<file path="src/shared/hdc_pkg.sv">
// Constants and register map of the hub device configuration registers
// ==========================================================
// Notes on behaviour
// - Product identifier high byte is read/write unless both OTP ids are non-zero.
// - With both OTP identifiers non-zero, reads return the OTP high byte.
// - Bit 7, reset 0, lets string, length and language registers be written.
// - Bit 6, reset 0, lets serial number string and length be written.
// - Bit 5 set blocks U1/U2 on all ports until forced accept message.
// - After forced accept message, U1/U2 stay enabled until reset or disconnect.
// - In I2C mode bits 5, 3 and 2 load from EEPROM contents.
// - In SMBus mode the SMBus host may overwrite bits 5, 3 and 2.
// - Bit 4 is read-only and always reads 1.
// - Bit 3, ganged power, is taken from the gang strap at reset release.
// - Bits 2 and 3 clear: each port has its own power control output.
// - Bit 2 clear, bit 3 set: all ports ganged on the port-1 output.
// - Bit 2 is taken from the power report strap at reset release.
// - Bit 2 clear reports port power switching status; set does not.
// - Bit 0 is read-only and always reads 0.
package hdc_pkg;
   // ==========================================================
   // Register offsets
   localparam logic [7:0] ADDR_PRODUCT_HIGH = 8'h04;
   localparam logic [7:0] ADDR_DEV_CFG = 8'h05;
   localparam logic [7:0] ADDR_SERIAL_LO = 8'h30;
   localparam logic [7:0] ADDR_SERIAL_HI = 8'h4F;
   localparam logic [7:0] ADDR_STRING_LO = 8'h50;
   localparam logic [7:0] ADDR_STRING_HI = 8'hCF;
   // ==========================================================
   // Device configuration fields
   localparam int BIT_STRING_WE = 7;
   localparam int BIT_SERIAL_WE = 6;
   localparam int BIT_LP_DISABLE = 5;
   localparam int BIT_RSVD_ONE = 4;
   localparam int BIT_GANG = 3;
   localparam int BIT_REPORT_DIS = 2;
   localparam int BIT_RSVD_STORE = 1;
   localparam int BIT_RSVD_ZERO = 0;
   localparam logic [7:0] DEV_CFG_RESET = 8'h10;
   localparam logic [7:0] DEV_CFG_WR_MASK = 8'hEE;
   localparam logic [7:0] DEV_CFG_FORCE_ONE = 8'h10;
   localparam logic [7:0] DEV_CFG_LOAD_MASK = 8'h2C;
   // ==========================================================
   // Timing
   localparam logic [1:0] STRAP_SETTLE = 2'h2;
endpackage

</file>
<file path="src/shared/hdc_mem_if.sv">
// Port between the configuration logic and the string memory
`timescale 1ns/10ps
interface hdc_mem_if #(
   parameter int AW = 8,
   parameter int DW = 8
);
   logic we;
   logic [AW-1:0] waddr;
   logic [DW-1:0] wdata;
   logic [AW-1:0] raddr;
   logic [DW-1:0] rdata;
   modport ctrl (
      output we,
      output waddr,
      output wdata,
      output raddr,
      input rdata
   );
   modport mem (
      input we,
      input waddr,
      input wdata,
      input raddr,
      output rdata
   );
endinterface

</file>
<file path="src/verilog/hdc_string_mem.sv">
// Byte memory for string and serial number registers, registered read
`timescale 1ns/10ps
module hdc_string_mem #(
   parameter int DEPTH = 256,
   parameter int AW = 8,
   parameter int DW = 8
) (
   input wire logic clk_sys,
   input wire logic rst_n,
   hdc_mem_if.mem bus
);
   typedef struct packed {
      logic [DEPTH-1:0][DW-1:0] cells;
      logic [DW-1:0] rdata;
   } hdc_mem_state_t;

   hdc_mem_state_t r_reg;
   hdc_mem_state_t r_next;

   // ==========================================================
   // Next state
   always_comb begin
      r_next = r_reg;
      // Read sees old data on a same-address write
      r_next.rdata = r_reg.cells[bus.raddr];
      if (bus.we) begin
         r_next.cells[bus.waddr] = bus.wdata;
      end
   end

   always_ff @(posedge clk_sys) begin
      if (!rst_n) begin
         r_reg <= '0;
      end else begin
         r_reg <= r_next;
      end
   end

   assign bus.rdata = r_reg.rdata;
endmodule

</file>
<file path="src/verilog/hdc_config_regs.sv">
// Device configuration and product identifier high byte registers
`timescale 1ns/10ps
module hdc_config_regs #(
   parameter int NUM_PORTS = 4,
   parameter logic [7:0] PRODUCT_HIGH_DEFAULT = 8'h3C
) (
   input wire logic clk_sys,
   input wire logic rst_n,
   input wire logic smbus_mode,
   input wire logic cfg_src_eeprom,
   input wire logic cfg_wr,
   input wire logic cfg_rd,
   input wire logic [7:0] cfg_addr,
   input wire logic [7:0] cfg_wdata,
   output logic [7:0] cfg_rdata,
   output logic cfg_rvalid,
   input wire logic [15:0] otp_vendor_id,
   input wire logic [15:0] otp_product_id,
   input wire logic gang_strap_pin,
   input wire logic power_report_strap_pin,
   input wire logic pm_accept_rx,
   input wire logic pm_accept_tx,
   input wire logic upstream_disconnect,
   input wire logic [NUM_PORTS-1:0] port_power_request,
   output logic [NUM_PORTS-1:0] port_power_control_outputs,
   output logic low_power_link_allowed,
   output logic string_write_enable,
   output logic serial_write_enable,
   output logic gang_mode,
   output logic power_report_disable
);
   // PRODUCT_HIGH_DEFAULT: value is arbitrary

   typedef struct packed {
      logic [1:0] sync1;
      logic [1:0] sync2;
      logic [1:0] settle_cnt;
      logic strapped;
      logic [7:0] dev_cfg;
      logic [7:0] prod_high;
      logic forced_pm;
      logic lp_allowed;
      logic rd_pend;
      logic [7:0] rd_addr;
      logic [7:0] rdata;
      logic rvalid;
      logic [NUM_PORTS-1:0] pwr_ctl;
   } hdc_state_t;

   hdc_state_t r_reg;
   hdc_state_t r_next;

   hdc_mem_if #(.AW(8), .DW(8)) mem_bus ();

   logic otp_override;
   logic wr_ok;
   logic in_serial;
   logic in_string;
   logic [7:0] otp_high;
   logic [7:0] cfg_wbits;

   // ==========================================================
   // Write qualification
   // Only the party owning the current mode may write
   assign wr_ok = cfg_wr && (smbus_mode ? !cfg_src_eeprom : cfg_src_eeprom);
   assign otp_override = (otp_vendor_id != 16'h0000) &&
                         (otp_product_id != 16'h0000);
   assign otp_high = otp_product_id[15:8];
   assign cfg_wbits = cfg_wdata & hdc_pkg::DEV_CFG_LOAD_MASK;
   assign in_serial = (cfg_addr >= hdc_pkg::ADDR_SERIAL_LO) &&
                      (cfg_addr <= hdc_pkg::ADDR_SERIAL_HI);
   assign in_string = (cfg_addr >= hdc_pkg::ADDR_STRING_LO) &&
                      (cfg_addr <= hdc_pkg::ADDR_STRING_HI);

   // ==========================================================
   // String memory port
   assign mem_bus.we = wr_ok &&
      ((in_serial && r_reg.dev_cfg[hdc_pkg::BIT_SERIAL_WE]) ||
       (in_string && r_reg.dev_cfg[hdc_pkg::BIT_STRING_WE]));
   assign mem_bus.waddr = cfg_addr;
   assign mem_bus.wdata = cfg_wdata;
   assign mem_bus.raddr = cfg_addr;

   hdc_string_mem #(.DEPTH(256), .AW(8), .DW(8)) u_mem (
      .clk_sys(clk_sys),
      .rst_n(rst_n),
      .bus(mem_bus.mem)
   );

   // ==========================================================
   // Next state
   always_comb begin
      r_next = r_reg;
      // Straps pass two flip-flops before they are used
      r_next.sync1 = {power_report_strap_pin, gang_strap_pin};
      r_next.sync2 = r_reg.sync1;
      if (!r_reg.strapped) begin
         if (r_reg.settle_cnt == hdc_pkg::STRAP_SETTLE) begin
            r_next.dev_cfg[hdc_pkg::BIT_GANG] = r_reg.sync2[0];
            r_next.dev_cfg[hdc_pkg::BIT_REPORT_DIS] = r_reg.sync2[1];
            r_next.strapped = 1'b1;
         end else begin
            r_next.settle_cnt = r_reg.settle_cnt + 2'h1;
         end
      end
      // Mode-qualified load or overwrite; bit 4 forced 1, bit 0 forced 0
      if (wr_ok && cfg_addr == hdc_pkg::ADDR_DEV_CFG) begin
         r_next.dev_cfg = (cfg_wdata & hdc_pkg::DEV_CFG_WR_MASK) |
                          hdc_pkg::DEV_CFG_FORCE_ONE;
      end
      if (wr_ok && cfg_addr == hdc_pkg::ADDR_PRODUCT_HIGH &&
          !otp_override) begin
         r_next.prod_high = cfg_wdata;
      end
      // Set wins over a disconnect in the same cycle
      if (pm_accept_rx || pm_accept_tx) begin
         r_next.forced_pm = 1'b1;
      end else if (upstream_disconnect) begin
         r_next.forced_pm = 1'b0;
      end
      r_next.lp_allowed = !r_next.dev_cfg[hdc_pkg::BIT_LP_DISABLE] ||
                          r_next.forced_pm;
      // Power switching follows the current gang bit
      if (r_reg.dev_cfg[hdc_pkg::BIT_GANG]) begin
         r_next.pwr_ctl = '0;
         r_next.pwr_ctl[0] = port_power_request[0];
      end else begin
         r_next.pwr_ctl = port_power_request;
      end
      // Two-cycle read: memory register, then output register
      r_next.rd_pend = cfg_rd;
      r_next.rd_addr = cfg_addr;
      r_next.rvalid = r_reg.rd_pend;
      if (r_reg.rd_pend) begin
         if (r_reg.rd_addr == hdc_pkg::ADDR_DEV_CFG) begin
            r_next.rdata = r_reg.dev_cfg;
         end else if (r_reg.rd_addr == hdc_pkg::ADDR_PRODUCT_HIGH) begin
            r_next.rdata = otp_override ? otp_high : r_reg.prod_high;
         end else if ((r_reg.rd_addr >= hdc_pkg::ADDR_SERIAL_LO) &&
                      (r_reg.rd_addr <= hdc_pkg::ADDR_STRING_HI)) begin
            r_next.rdata = mem_bus.rdata;
         end else begin
            r_next.rdata = 8'h00;
         end
      end
   end

   // ==========================================================
   // State register
   always_ff @(posedge clk_sys) begin
      if (!rst_n) begin
         r_reg <= '0;
         r_reg.dev_cfg <= hdc_pkg::DEV_CFG_RESET;
         r_reg.prod_high <= PRODUCT_HIGH_DEFAULT;
         r_reg.lp_allowed <= 1'b1;
      end else begin
         r_reg <= r_next;
      end
   end

   // ==========================================================
   // Outputs
   assign cfg_rdata = r_reg.rdata;
   assign cfg_rvalid = r_reg.rvalid;
   assign port_power_control_outputs = r_reg.pwr_ctl;
   assign low_power_link_allowed = r_reg.lp_allowed;
   assign string_write_enable = r_reg.dev_cfg[hdc_pkg::BIT_STRING_WE];
   assign serial_write_enable = r_reg.dev_cfg[hdc_pkg::BIT_SERIAL_WE];
   assign gang_mode = r_reg.dev_cfg[hdc_pkg::BIT_GANG];
   // Status reporting is suppressed while this bit is set
   assign power_report_disable = r_reg.dev_cfg[hdc_pkg::BIT_REPORT_DIS];
endmodule

</file>
<file path="config.mk">
export PLATFORM = sky130hd
export DESIGN_NAME = hdc_config_regs
export DESIGN_NICKNAME = d
export VERILOG_FILES = /design/src/shared/hdc_pkg.sv /design/src/shared/hdc_mem_if.sv /design/src/verilog/hdc_string_mem.sv /design/src/verilog/hdc_config_regs.sv
export SDC_FILE = /design/constraint.sdc
export NUM_CORES = 2
export LEC_CHECK = 0
export ABC_CLOCK_PERIOD_IN_PS = 2610
export BUFFER_PORTS_ARGS = -buffer_cell sky130_fd_sc_hd__buf_2
export CAP_MARGIN = 20
export CORE_UTILIZATION = 30
export CTS_BUF_LIST = sky130_fd_sc_hd__clkbuf_8 sky130_fd_sc_hd__clkbuf_16
export DETAILED_ROUTE_END_ITERATION = 16
export PLACE_DENSITY = 0.5
export SYNTH_ARGS = -nofsm -noshare
export SYNTH_HDL_FRONTEND = slang
export SYNTH_SLANG_ARGS = --single-unit
</file>
<file path="constraint.sdc">
create_clock -name clk_sys -period 2.61 [get_ports clk_sys]
set_clock_uncertainty 0.2 [all_clocks]
set_input_delay 0 -clock clk_sys [delete_from_list [all_inputs] [get_ports clk_sys]]
set_output_delay 0 -clock clk_sys [all_outputs]
set_load 0.02 [all_outputs]
</file>
After elaboration in Yosys (flattened, before gate mapping)
Cells that the tools add are included.
- magnitude comparators: 8
- equal/unequal tests: 6
- shift-type cells: 0
- div/mod/pow operators: 0
- bitwise gates (word level): 3
- multipliers: 0
- reduce and logical (&&, ||, !) cells: 24
- add/subtract/negate cells: 1
- mux-type cells: 17
- operators by type and width (operator ; number):
    $bwmux 2048 ; 1
    $bmux 8 s8 ; 1
    $demux 8 s8 ; 1
    $mux 8 ; 6
    $eq 8x3->1 const B ; 4
    $reduce_bool 16->1 ; 2
    $ge 8x6->1 const B ; 2
    $le 8x8->1 const B ; 2
    $logic_and 1x1->1 ; 12
    $lt 8x9->1 const B ; 1
    $ge 8x1->1 const B ; 1
    $ge 8x7->1 const B ; 1
    $le 8x7->1 const B ; 1
    $mux 6 ; 1
    $mux 1 ; 5
    $mux 2 ; 2
    $reduce_and 2->1 ; 2
    $logic_not 1->1 ; 3
    $logic_or 1x1->1 ; 3
    $not 1->1 ; 3
    $add 2x1->2 const B ; 1
    $eq 2x2->1 const B ; 1
    $ne 2x1->1 const B ; 1
    $reduce_bool 2->1 ; 1
    $reduce_or 2->1 ; 1
- flip-flop bits (word level): 2101
- memories kept: 0
- ROM bits: 0
- bits in writable memories: 0
- bits in latches: 0
- input bits: 63

Longest topological paths before layout
- depth after elaboration: 7
- mapped depth: 12
- depth with buffers taken out: 7

By module
From an unflattened synthesis, not the netlist that was laid out.
- cells, all modules: 11170
- area, all modules: 95888.2 um^2
- by module, submodules not included (module ; cells each ; seq. area each (um^2) ; instances ; area each (um^2)):
    hdc_string_mem ; 10967 ; 41159.5 ; 1 ; 93920.1
    hdc_config_regs ; 203 ; 900.9 ; 1 ; 1968.1

Worst setup path after synthesis
No wires, ideal clock.
- path type: reg-to-reg
- from: register r_reg (netlist bit string_write_enable)
- to: register u_mem.r_reg[840] (netlist bit)
- slack: 0.269 ns
- arrival time: 2.025 ns
- stages on the path, launching flop included: 7
- path buffers: 2
- period minus slack after synthesis: 2.341 ns
- path through: dfxtp_1 > clkbuf_1 > nand4_2 > buf_6 > nor3_4 > mux2i_1 > nor2b_1
- longest elaborated chain between the ends: 3
- RTL lines (item ; line ; RTL):
    start: declaration ; hdc_config_regs.sv:50 ; hdc_state_t r_reg;
    start signal: assignment ; hdc_config_regs.sv:157 ; r_reg <= r_next;
    $logic_and 1x1->1 ; hdc_config_regs.sv:79 ; (in_string && r_reg.dev_cfg[hdc_pkg::BIT_STRING_WE]));
    $logic_or 1x1->1 ; hdc_config_regs.sv:78 ; ((in_serial && r_reg.dev_cfg[hdc_pkg::BIT_SERIAL_WE]) ||
    $logic_and 1x1->1 ; hdc_config_regs.sv:77 ; assign mem_bus.we = wr_ok &&
    end signal: assignment ; hdc_string_mem.sv:35 ; r_reg <= r_next;
    end: declaration ; hdc_string_mem.sv:17 ; hdc_mem_state_t r_reg;
Every way passes these cells.
A chain may end at the register's enable or synchronous reset.

Final worst setup path
- from: register u_mem.r_reg[1142] (netlist bit)
- to: register u_mem.r_reg (netlist bit u_mem.bus.rdata[6])
- longest elaborated chain between the ends: 2
- RTL lines (item ; line ; RTL):
    $bmux 8 s8 ; hdc_string_mem.sv:25 ; r_next.rdata = r_reg.cells[bus.raddr];
    $mux 8 (not written as such) ; hdc_string_mem.sv:25 ;
Every way passes these cells. The select of a mux whose other input is x is not followed.

==> results.sh <==
export IMPL_crit_path_end_kind="flop"
export IMPL_crit_type="flop to flop"
export IMPL_vdd_drop_max_uv=533.6
export IMPL_syn2layout_area_growth_pct=21.87
export IMPL_violations="negative setup slack"
export IMPL_gr_total_overflow=0
export IMPL_fin_crit_sh=1.010
export IMPL_multi_input_area_sq_mm=0.04419
export IMPL_synthCells=8554
export IMPL_initial_utilization=0.3016
export IMPL_fillers=29100
export IMPL_hold_class="input pin to flop"
export IMPL_final_setup_viol_count=1
export IMPL_core_region_area_sq_mm=0.2968
export IMPL_routabilityCongestion=0.8538
export IMPL_ys_seq_area_frac=0.4699
export IMPL_status="finished, violations left"
export IMPL_grt_pass1_wl_um=422600
export IMPL_fmax_mhz=379.4
export IMPL_syn_nets=8618
export IMPL_drive_gt1_frac=0.2053
export IMPL_grt_pass1_vias=65210
export IMPL_cp_start_kind="flop"
export IMPL_slew_viol_final=0
export IMPL_cp_data_required_time_ns=3.18
export IMPL_total_power_mw=70.78
export IMPL_cp_max_fo=2
export IMPL_fin_area_sq_mm=0.1091
export IMPL_drt_wl_total_um=278900
export IMPL_vias=64630
export IMPL_p_seq_frac=0.454
export IMPL_utilization=0.3676
export IMPL_grt_max_degree=190
export IMPL_post_place_ws_ns=-0.9903
export IMPL_final_min_clock_period_ns=2.636
export IMPL_power_switching_mw=16.52
export IMPL_dr_pass1_iters=5
export IMPL_hold_viol=0
export IMPL_drt_iter0_markers=4650
export IMPL_placed_cell_area_sq_mm=0.09986
export IMPL_relSlewSlack=0.3834
export IMPL_timing_final_ws_setup_ns=-0.02570
export IMPL_die_w_um=548.2
export IMPL_num_rows=200
export IMPL_rsz0062_at_grt="yes"
export IMPL_cts_htree_levels=4
export IMPL_synthFlopType="dfxtp_1"
export IMPL_dp_hpwl_um=184800
export IMPL_place_inst=12580
export IMPL_swShare=0.2334
export IMPL_io_pins=81
export IMPL_fp_dieH_um=548.2
export IMPL_die_area_sq_mm=0.3006
export IMPL_ctsLongestPathBuffers=4
export IMPL_leakagePower_nw=38.45
export IMPL_num_nets_final=9027
export IMPL_port_buffers=80
export IMPL_largest_register_ff_count=2048
export IMPL_insertion_delay_ns=0.93
export IMPL_numCtsBuffers=231
export IMPL_clock_sinks=2101
export IMPL_cts_clk_slew_worst_paths_ns=0.06
export IMPL_synthDistinctLibCells=68
export IMPL_yosys_warnings=0
export IMPL_avgSynthCellArea_sq_um=10.46
export IMPL_cts_root_buf="clkbuf_16"
export IMPL_cts_tree="done"
export IMPL_instances_no_fill=13090
export IMPL_comb_power_share=0.058
export IMPL_max_cap_violations=0
export IMPL_routedWlPerCell_um=21.31
export IMPL_cp_arrival_ns=3.21
export IMPL_antenna_found_initial=7
export IMPL_p_clk_frac=0.488
export IMPL_drc_errors=0
export IMPL_track_usage=0.1820
export IMPL_drtAntennaViolNets=0
export IMPL_async_flop_share=0
export IMPL_tightest_slew_ns=0.9218
export IMPL_power_density_mw_per_mm2=648.9
export IMPL_seqCellArea_sq_mm=0.04206
export IMPL_intPower_mw=54.27
export IMPL_synth_edf_count=0
export IMPL_syn_area_sq_mm=0.08951
export IMPL_ys_ff_latch=2101
export IMPL_via_per_inst=4.936
[cell usage after synthesis, types with 56 or more instances]
cell / instances / area [sq um]
a21boi_0: 502 / 3769
a21boi_1: 266 / 1997
a22oi_1: 107 / 803.3
and2_1: 791 / 4949
buf_1: 76 / 285.3
buf_2: 86 / 430.4
buf_4: 76 / 570.6
clkbuf_1: 508 / 1907
dfxtp_1: 2101 / 42060
mux2i_1: 819 / 8198
mux4_2: 414 / 9324
nand2_1: 976 / 3664
nor2_1: 69 / 259.0
nor2_2: 66 / 412.9
nor2b_1: 535 / 3347
nor3_4: 56 / 910.9
o21ai_0: 678 / 3393
[routing by layer]
metal | part of all wire | global-route usage | wire, um | vias to the layer above
met5 | 0 | 0 | 0 | -
met2 | 0.46 | 0.2960 | 128400 | 1430
li1 | - | - | - | 30640
met4 | 0.036 | 0.06305 | 9910 | 0
met1 | 0.46 | 0.2480 | 129100 | 32140
met3 | 0.041 | 0.02264 | 11550 | 415
[power groups by stage]
stage / sequential [mW] / clock (mW) / combinational (mW)
finish: 32.2 / 34.5 / 4.10
global route: 32.1 / 36.7 / 4.31
CTS: 32.2 / 35.3 / 4.11
detailed placement: 32.9 / 0 / 3.97
global placement: 32.9 / 0 / 3.95
floorplan: 32.8 / 0 / 2.22
[critical path, stage by stage, from the launching register on]
cell and delay (ns):
dfxtp_1 0.32, mux4_2 0.44, mux2i_1 0.29, o22ai_1 0.13, a221oi_1 0.49, a311oi_2 0.30, o311a_1 0.35
[cell usage in the layout (no fill, tap or decap), drive strengths merged, types with 107 or more instances in the layout]
| cell type | instances |
|---|---|
| dfxtp | 2101 |
| nand2 | 976 |
| buf | 859 |
| mux2i | 819 |
| and2 | 792 |
| a21boi | 768 |
| o21ai | 678 |
| nor2b | 535 |
| mux4 | 414 |
| clkbuf | 294 |
| nor2 | 143 |
| a22oi | 107 |
[cell type report]
type                            count  share of cell area
Inverter                           18           0.0006194
Tap cell                         3939             0.04518
Clock buffer                      294             0.06115
Timing Repair Buffer              947             0.08896
Sequential cell                  2101              0.3856
Antenna cell                        2          0.00004588
Multi-Input combinational cell   5664              0.4051
Clock inverter                    127             0.01334
[path summary, 6_finish.rpt]
check	startpoint	slack (ns)	endpoint	cells past startpoint
worst max-delay path	u_mem.r_reg[1142]$_SDFFE_PN0P_	-0.03	u_mem.bus.rdata[6]$_SDFF_PN0_	6
worst max register to register	u_mem.r_reg[1142]$_SDFFE_PN0P_	-0.03	u_mem.bus.rdata[6]$_SDFF_PN0_	6
worst min register to register	u_mem.r_reg[1362]$_SDFFE_PN0P_	0.25	u_mem.r_reg[1362]$_SDFFE_PN0P_	2
worst min-delay path	cfg_wdata[6]	0.04	u_mem.r_reg[766]$_SDFFE_PN0P_	4
[cell families (layout without fill, tap and decap cells)]
| group | after synthesis | count (layout) | synth area share |
|---|---|---|---|
| fa+ha+maj | 1 | 1 | 0.0001398 |
| xor+xnor | 2 | 2 | 0.0001957 |
| simple gates | 2623 | 2623 | 0.1614 |
| buf+inv | 789 | 1386 | 0.03947 |
| other cells | 0 | 2 | 0 |
| compound gates | 1780 | 1780 | 0.1300 |
| mux | 1258 | 1258 | 0.1989 |
| flops | 2101 | 2101 | 0.4699 |
[stage by stage]
| step | TNS [ns] | hold slack (ns) |
|---|---|---|
| 4_1_cts | 0 | 0.00002476 |
| 3_5_place_dp | -6.139 | 0.004991 |
| 3_3_place_gp | -7.981 | 0.003600 |
| 5_1_grt | -0.09160 | 0.04444 |
| 2_1_floorplan | 0 | -0.08872 |
| 6_report | -0.02570 | 0.04040 |
[what timing repair did]
item | in CTS | in global routing
setup buffers | 0 | 3
pin swaps | 2 | 8
hold endpoints to repair | 2086 | 0
gates resized for setup | 15 | 23
setup endpoints to repair | 8 | 21
hold buffers | 90 | 0
gates cloned | 0 | 0
No activity file was read; power rests on OpenSTA's default activity.
